$ cat config.mk
export PLATFORM = sky130hd
export DESIGN_NAME = sam_decode
export DESIGN_NICKNAME = d
export VERILOG_FILES = /design/src/hw/sam_pkg.sv /design/src/hw/sam_decode.sv
export SDC_FILE = /design/constraint.sdc
export NUM_CORES = 1
export LEC_CHECK = 0
export ABC_AREA = 1
export BUFFER_PORTS_ARGS = -buffer_cell sky130_fd_sc_hd__buf_4
export CAP_MARGIN = 15
export CORE_ASPECT_RATIO = 0.7
export CORE_MARGIN = 5
export CORE_UTILIZATION = 40
export CTS_CLUSTER_SIZE = 40
export DETAILED_ROUTE_END_ITERATION = 8
export GPL_TIMING_DRIVEN = 0
export PLACE_DENSITY = 0.73
export SLEW_MARGIN = 25
export SYNTH_ARGS = -nofsm -noshare
export SYNTH_HDL_FRONTEND = slang
export SYNTH_SLANG_ARGS = --single-unit
export TNS_END_PERCENT = 1
$ cat constraint.sdc
create_clock -name mclk -period 1.3 [get_ports mclk]
set_clock_uncertainty 0.1 [all_clocks]
set_input_delay 0.13 -clock mclk [delete_from_list [all_inputs] [get_ports mclk]]
set_output_delay 0.13 -clock mclk [all_outputs]
set_load 0.1 [all_outputs]
$ cat src/hw/sam_pkg.sv
// Package of constants for the SDRAM address and mask decode block.
package sam_pkg;
   localparam int ADDR_W = 12;
   localparam int BANK_W = 2;
   localparam int LANES = 4;
   localparam int DATA_W = 32;
   localparam int COL_W = 8;
   localparam int PRE_BIT = 10;
   localparam int MODE_W = ADDR_W + BANK_W;
   localparam int RD_MASK_LAT = 2;
   localparam logic [13:0] MODE_RST = 14'h0000;
   // Command codes as {cs_n, ras_n, cas_n, we_n}.
   localparam logic [3:0] CMD_ACT = 4'h3;
   localparam logic [3:0] CMD_RD = 4'h5;
   localparam logic [3:0] CMD_WR = 4'h4;
   localparam logic [3:0] CMD_PRE = 4'h2;
   localparam logic [3:0] CMD_LMR = 4'h0;
endpackage

$ cat src/hw/sam_decode.sv
// Input-side decode of SDRAM bank, address, mask and data pins.
// Function
// - Write data on a lane with its mask high is discarded; array byte kept.
// - Read lane mask high sets lane drivers to high impedance two clocks on.
// - Mask 0..3 govern data bits 7:0, 15:8, 23:16, 31:24.
// - Bank select with activate, read, write, precharge picks the bank.
// - Activate captures the address inputs as the row to open.
// - Read or write takes the start column from address bits 7:0.
// - Precharge closes all banks if bit 10 high, else the selected bank.
// - Load mode register loads the address op-code into the mode register.
// - Every input is sampled only on the rising clock edge.
// - Chip select, row and column strobes, write enable define the command.
// - Chip select high ignores commands; bursts and masks keep working.
module sam_decode
   import sam_pkg::*;
(
   // Clock and reset.
   input wire logic mclk,
   input wire logic rst_b,
   // Command pins.
   input wire logic cs_n,
   input wire logic ras_n,
   input wire logic cas_n,
   input wire logic we_n,
   // Address and bank pins.
   input wire logic [ADDR_W-1:0] addr_in,
   input wire logic [BANK_W-1:0] bank_select,
   // Mask and data pins.
   input wire logic [LANES-1:0] byte_lane_mask,
   input wire logic [DATA_W-1:0] data_lines_in,
   output logic [DATA_W-1:0] data_lines_out,
   output logic [LANES-1:0] data_lines_oe_n,
   // Burst state from the core: a read or write burst is running.
   input wire logic rd_burst,
   input wire logic wr_burst,
   input wire logic [DATA_W-1:0] rd_data,
   // Decoded results toward the core.
   output logic act_q,
   output logic rd_q,
   output logic wr_q,
   output logic pre_q,
   output logic pre_all_q,
   output logic [BANK_W-1:0] bank_q,
   output logic [ADDR_W-1:0] row_q,
   output logic [COL_W-1:0] col_q,
   output logic auto_pre_q,
   output logic [MODE_W-1:0] mode_q,
   output logic [DATA_W-1:0] wdata_q,
   output logic [LANES-1:0] wr_en_q,
   output logic wvalid_q
);
   logic [3:0] cmd;
   logic [LANES-1:0] rmask_d1_q;

   // Pins are synchronous to mclk, so they are sampled directly.
   assign cmd = {cs_n, ras_n, cas_n, we_n};

   // Command strobes; a high chip select masks every command.
   always_ff @(posedge mclk) begin
      if (!rst_b) begin
         act_q <= 1'b0;
         rd_q <= 1'b0;
         wr_q <= 1'b0;
         pre_q <= 1'b0;
      end else begin
         act_q <= (cmd == CMD_ACT);
         rd_q <= (cmd == CMD_RD);
         wr_q <= (cmd == CMD_WR);
         pre_q <= (cmd == CMD_PRE);
      end
   end

   // Bank, row, column and precharge flags held from the last command.
   always_ff @(posedge mclk) begin
      if (!rst_b) begin
         bank_q <= '0;
         row_q <= '0;
         col_q <= '0;
         auto_pre_q <= 1'b0;
         pre_all_q <= 1'b0;
      end else begin
         if (cmd == CMD_ACT || cmd == CMD_RD || cmd == CMD_WR ||
               cmd == CMD_PRE) begin
            bank_q <= bank_select;
         end
         if (cmd == CMD_ACT) begin
            row_q <= addr_in;
         end
         if (cmd == CMD_RD || cmd == CMD_WR) begin
            col_q <= addr_in[COL_W-1:0];
            auto_pre_q <= addr_in[PRE_BIT];
         end
         if (cmd == CMD_PRE) begin
            pre_all_q <= addr_in[PRE_BIT];
         end
      end
   end

   // Mode register takes bank select as its upper op-code bits.
   always_ff @(posedge mclk) begin
      if (!rst_b) begin
         mode_q <= MODE_RST;
      end else if (cmd == CMD_LMR) begin
         mode_q <= {bank_select, addr_in};
      end
   end

   // Write masking has no latency and still works while chip select is
   // high, since a running burst must keep honouring the masks.
   always_ff @(posedge mclk) begin
      if (!rst_b) begin
         wdata_q <= '0;
         wr_en_q <= '0;
         wvalid_q <= 1'b0;
      end else begin
         wdata_q <= data_lines_in;
         wvalid_q <= wr_burst;
         wr_en_q <= wr_burst ? ~byte_lane_mask : '0;
      end
   end

   // Read masks travel two stages; the first stage is the pin sample.
   always_ff @(posedge mclk) begin
      if (!rst_b) begin
         rmask_d1_q <= '0;
         data_lines_oe_n <= '1;
         data_lines_out <= '0;
      end else begin
         rmask_d1_q <= byte_lane_mask;
         data_lines_out <= rd_data;
         for (int i = 0; i < LANES; i++) begin
            data_lines_oe_n[i] <= !rd_burst || rmask_d1_q[i];
         end
      end
   end

   property p_lane_mask;
      @(posedge mclk) disable iff (!rst_b)
         wr_burst && byte_lane_mask[0] |=> !wr_en_q[0];
   endproperty
   a_lane_mask: assert property (p_lane_mask)
      else $error("masked lane written");

   // Lane 2 checks the mask-to-byte pairing away from the low lane.
   property p_lane_two;
      @(posedge mclk) disable iff (!rst_b)
         wr_burst && byte_lane_mask[2] |=> !wr_en_q[2];
   endproperty
   a_lane_two: assert property (p_lane_two)
      else $error("lane two mask not honoured");

   property p_wr_pass;
      @(posedge mclk) disable iff (!rst_b)
         wr_burst && !byte_lane_mask[0] |=>
            wr_en_q[0] && wdata_q == $past(data_lines_in);
   endproperty
   a_wr_pass: assert property (p_wr_pass)
      else $error("unmasked write byte lost");

   property p_wr_idle;
      @(posedge mclk) disable iff (!rst_b)
         !wr_burst |=> wr_en_q == '0 && !wvalid_q;
   endproperty
   a_wr_idle: assert property (p_wr_idle)
      else $error("write enable outside a burst");

   property p_read_hiz;
      @(posedge mclk) disable iff (!rst_b)
         byte_lane_mask[3] ##1 rd_burst |=> data_lines_oe_n[3];
   endproperty
   a_read_hiz: assert property (p_read_hiz)
      else $error("read lane not off");

   property p_read_on;
      @(posedge mclk) disable iff (!rst_b)
         !byte_lane_mask[3] ##1 rd_burst |=> !data_lines_oe_n[3];
   endproperty
   a_read_on: assert property (p_read_on)
      else $error("read lane not driven");

   // Outside a read burst the data pins must never be driven.
   property p_read_idle;
      @(posedge mclk) disable iff (!rst_b)
         !rd_burst |=> data_lines_oe_n == '1;
   endproperty
   a_read_idle: assert property (p_read_idle)
      else $error("data pins driven outside read");

   property p_bank;
      @(posedge mclk) disable iff (!rst_b)
         cmd == CMD_ACT |=> bank_q == $past(bank_select);
   endproperty
   a_bank: assert property (p_bank)
      else $error("bank not captured");

   property p_row;
      @(posedge mclk) disable iff (!rst_b)
         cmd == CMD_ACT |=> act_q && row_q == $past(addr_in);
   endproperty
   a_row: assert property (p_row)
      else $error("row not captured");

   property p_col;
      @(posedge mclk) disable iff (!rst_b)
         cmd == CMD_RD |=> rd_q && col_q == $past(addr_in[COL_W-1:0]);
   endproperty
   a_col: assert property (p_col)
      else $error("column not captured");

   property p_ap;
      @(posedge mclk) disable iff (!rst_b)
         cmd == CMD_WR |=> auto_pre_q == $past(addr_in[PRE_BIT]);
   endproperty
   a_ap: assert property (p_ap)
      else $error("auto precharge flag wrong");

   property p_pre;
      @(posedge mclk) disable iff (!rst_b)
         cmd == CMD_PRE |=> pre_q && pre_all_q == $past(addr_in[PRE_BIT]);
   endproperty
   a_pre: assert property (p_pre)
      else $error("precharge scope wrong");

   property p_mode;
      @(posedge mclk) disable iff (!rst_b)
         cmd == CMD_LMR |=> mode_q == $past({bank_select, addr_in});
   endproperty
   a_mode: assert property (p_mode)
      else $error("mode not loaded");

   property p_cs;
      @(posedge mclk) disable iff (!rst_b)
         cs_n |=> !act_q && !rd_q && !wr_q && !pre_q;
   endproperty
   a_cs: assert property (p_cs)
      else $error("command seen with cs high");
endmodule

; ---- Word level (Yosys, flattened, before mapping)
; Cells that the tools add are included.
[word_totals]
regBits = 119
in_bits = 90
out_inout_bits = 115
elab_cells = 32
[classes]
n_eq_ne = 4
bitwise = 1
n_reduce_logical = 11
[op_table]
columns = op, count
row1 = "== test 4 x 2 -> 1 bit, second input constant", 2
row2 = "== test 4 x 3 -> 1 bit, second input constant", 2
row3 = logical OR 1 bit, 8
row4 = logical NOT 4 bit, 1
row5 = inverter 4 bit, 1
row6 = AND reduction 2 bit, 1
row7 = logical NOT 1 bit, 1

; ---- Longest topological paths before layout
[logic_depth]
word_depth = 4
ltp_mapped = 8
ltp_nobuf = 6

; ---- Worst setup path before layout
; OpenSTA, ideal clock, no wires.
[synth_timing]
path_type = register to register
startpoint = register bank_q[0] (netlist name)
endpoint = register bank_q[0]
setup_time_ps = 64
arrival_ps = 1224
t_required_ps = 1136
setup_slack_ps = -88
stages_incl_launch_ff = 5
path_buffers = 0
period_less_slack_ps = 1388
path_cell_list = dfxtp_1 > inv_1 > nand3_1 > nand2_1 > nor2_1
[synth_rtl]
columns = item, line_no
row1 = "end signal, assigned", sam_decode.sv:84  ; bank_q <= bank_select;
row2 = "end, declared", sam_decode.sv:43  ; output logic [BANK_W-1:0] bank_q,

; ---- Final worst setup path
[layout_timing]
startpoint = register col_q[3]
endpoint = output port col_q[3]
[layout_rtl]
columns = item, line_no
row1 = "start, declared", sam_decode.sv:45  ; output logic [COL_W-1:0] col_q,
row2 = "start signal, assigned", sam_decode.sv:90  ; col_q <= addr_in[COL_W-1:0];
; No word-level cell between the ends.

==> metrics.yaml <==
max_stage_delay_ns: 0.36
regToRegEndpoint: "bank_q[1]"
top_layer_used: "met4"
worstMarginPinSlew_ns: 0.471
rsz0062_at_grt: "yes"
wl_met1_mm: 4.99
worstSkewPairLatency_ns: 0.40
synthesis.instances: 422
path_depth: 1
post-cts-setup-buffers: 0
synth_cell_types: 24
fmax_ghz: 0.772
area_growth_pct: 89.8
dpl.hpwl_mm: 8.17
drt_wl_total_mm: 13.5
vias: 3933
grt_pass1_wl_mm: 21.2
worstHoldStart: "ras_n"
path_cells: "buf_4"
p_leak_nw: 3.74
crit_arrival_ns: 1.07
die-area_sq_mm: 0.0113
cts_buffers: 17
die_h_um: 90.3
via_per_inst: 4.48
ir_drop_mv: 1.06
drv_cap: 0
gp_congestion: 0.801
ant_nets: 0
finalHoldViolations: 0
core_area_sq_mm: 0.00903
design_area_sq_mm: 0.00699
cts_buffer_depth: 2
start_kind: "register"
crit_path_top_delay_cell: "dfxtp_1"
firstDrtPassIters: 5
routedWlPerCell_um: 15.4
synth_top_family_by_area: "simple AND/OR/NAND/NOR gates"
h-tree-depth: 4
clockRootBuffer: "clkbuf_16"
crit_path_end_kind: "primary output"
clkTransAtPathRegs_ns: 0.06
relSlewSlack: 0.686
synth_xor_area_frac: 0
r2r_start: "bank_q[1]"
r2r_setup_slack_ns: 0.50
worstSetupStartpoint: "col_q[3]"
first_iter_violations: 199
rows: 29
postSynthAreaPerCell_sq_um: 8.73
finalNonFillerCells: 877
critical_path_required_ns: 1.07
pre_cts_slack_ns: 0.119
io_buffers: 203
gr-usage-all-layers: 0.238
layout_min_cycle_time_ns: 1.30
hold_class: "input pin to register"
worst-setup-path-type: "register to primary output"
critPathBufInv: 1
worstSetupEndpoint: "col_q[3]"
muxShareOfSynthArea: 0
ys_seq_elements: 119
finalSetupViolCount: 0
clkSinkCount: 119
r2r_cells: 4
drcViolationCount: 0
synthAdderAreaFrac: 0
drive_above_1_share: 0.346
synthSimpleGateAreaFrac: 0.191
dpl.cell_count: 749
holdWs_ns: 0.0231
finalNetCount: 829
grt_pass1_vias: 4109
io_pins: 205
slew_viol_final: 0
ys.warnings.count: 0
initial_core_util: 0.408
antenna_found_initial: 0
crit_fanout: 2
grt_max_degree: 17
cts_tree: "done"
status: "completed"
syn_nets: 512
fin_setup_tns_ns: 0
yosysSeqAreaShare: 0.647
placed_area_sq_mm: 0.00536
synth_area_sq_mm: 0.00368
cp_top_family: "flip-flops"
worst_slack_ns: 0.00462
synth_compound_area_frac: 0.0520
fin_crit_sh: 0.996
die_x_um: 125
cellPowerDensity_mw_per_mm2: 1510
wl_met2_mm: 6.96
grt_overflow: 0
wl_met3_um: 970
## cell families after synthesis
| kind of cell | Yosys count |
|---|---|
| simple gates | 169 |
| buf+inv | 96 |
| flops | 119 |
| compound gates | 38 |
## worst min path at each step
| stage | end | slack, ns | cells after the start |
|---|---|---|---|
| after floorplan | wr_en_q[0] | 0.10 | 1 |
| after global placement | wr_en_q[0] | 0.21 | 2 |
| after detailed placement | wr_en_q[2] | 0.21 | 2 |
| after CTS | pre_all_q | 0.00002 | 5 |
| after global routing | pre_all_q | 0.05 | 4 |
| final | wr_q | 0.02 | 3 |
## report_power, final
group | internal, W | switching, W | leakage (nW) | total, W
sequential | 0.00382 | 0.0000687 | 0.983 | 0.00389
clock | 0.00271 | 0.00164 | 0.260 | 0.00435
combinational | 0.000679 | 0.00161 | 2.49 | 0.00229
## cell type report
type	count	area, sq um
repair buffers	298	2570
flip-flops and latches	119	2380
fillers	577	2040
multi-input cells	207	907
clock buffers	20	457
inverters	78	297
well taps	124	155
plain buffers	18	116
clock inverters	12	104
diodes	1	2.50
## metal layers
metal,global-route usage,up-vias
li1,-,1882
met1,0.257,1811
met2,0.412,190
met3,0.0680,50
met4,0.147,0
met5,0,-
## cells in the mapped netlist, drive strengths merged
| cell type | n | area share |
|---|---|---|
| o21ai | 26 | 0.035 |
| a21oi | 11 | 0.015 |
| nand4 | 1 | 0.0017 |
| nor4 | 1 | 0.0017 |
| inv | 77 | 0.079 |
| nor2 | 63 | 0.069 |
| a31oi | 1 | 0.0017 |
| clkbuf | 3 | 0.0031 |
| nand3b | 5 | 0.014 |
| nand3 | 2 | 0.0027 |
| dfxtp | 119 | 0.65 |
| buf | 15 | 0.027 |
| clkinv | 1 | 0.0014 |
| nand2 | 95 | 0.10 |
| nor3 | 2 | 0.0027 |
## metrics by stage
stage	total power (W)	util
global route	0.0109	0.773
floorplan	0.00539	-
CTS	0.0105	0.761
detailed placement	0.00596	0.594
global placement	0.00594	0.594
finish	0.0105	0.774
## layout by cell type (no fill, tap or decap), drive strengths merged
| cell type | count |
|---|---|
| bufinv | 1 |
| nand4 | 1 |
| nor3 | 2 |
| diode | 1 |
| nand2 | 95 |
| o21ai | 26 |
| buf | 218 |
| nand3 | 2 |
| clkbuf | 23 |
| clkinv | 6 |
| nor2 | 63 |
| dlymetal6s4s | 3 |
| dfxtp | 119 |
| a31oi | 1 |
| dlygate4sd3 | 92 |
| inv | 77 |
| nor4 | 1 |
| clkinvlp | 6 |
| a21oi | 11 |
| nand3b | 5 |
## registers in the layout (all words and copies together), names as in the netlist
name             count
data_lines_out      32
mode_q              14
wdata_q             32
row_q               12
wr_en_q              4
pre_q                1
rd_q                 1
wvalid_q             1
data_lines_oe_n      4
wr_q                 1
bank_q               2
col_q                8
act_q                1
rmask_d1_q           4
auto_pre_q           1
pre_all_q            1
## timing repair
item / CTS / global route
cloned: 0 / 0
endpoints found under the hold margin: 118 / 0
setup endpoints to repair: 1 / 36
resized for setup: 1 / 30
hold buffers: 95 / 0
Power figures use the tool's default switching activity.
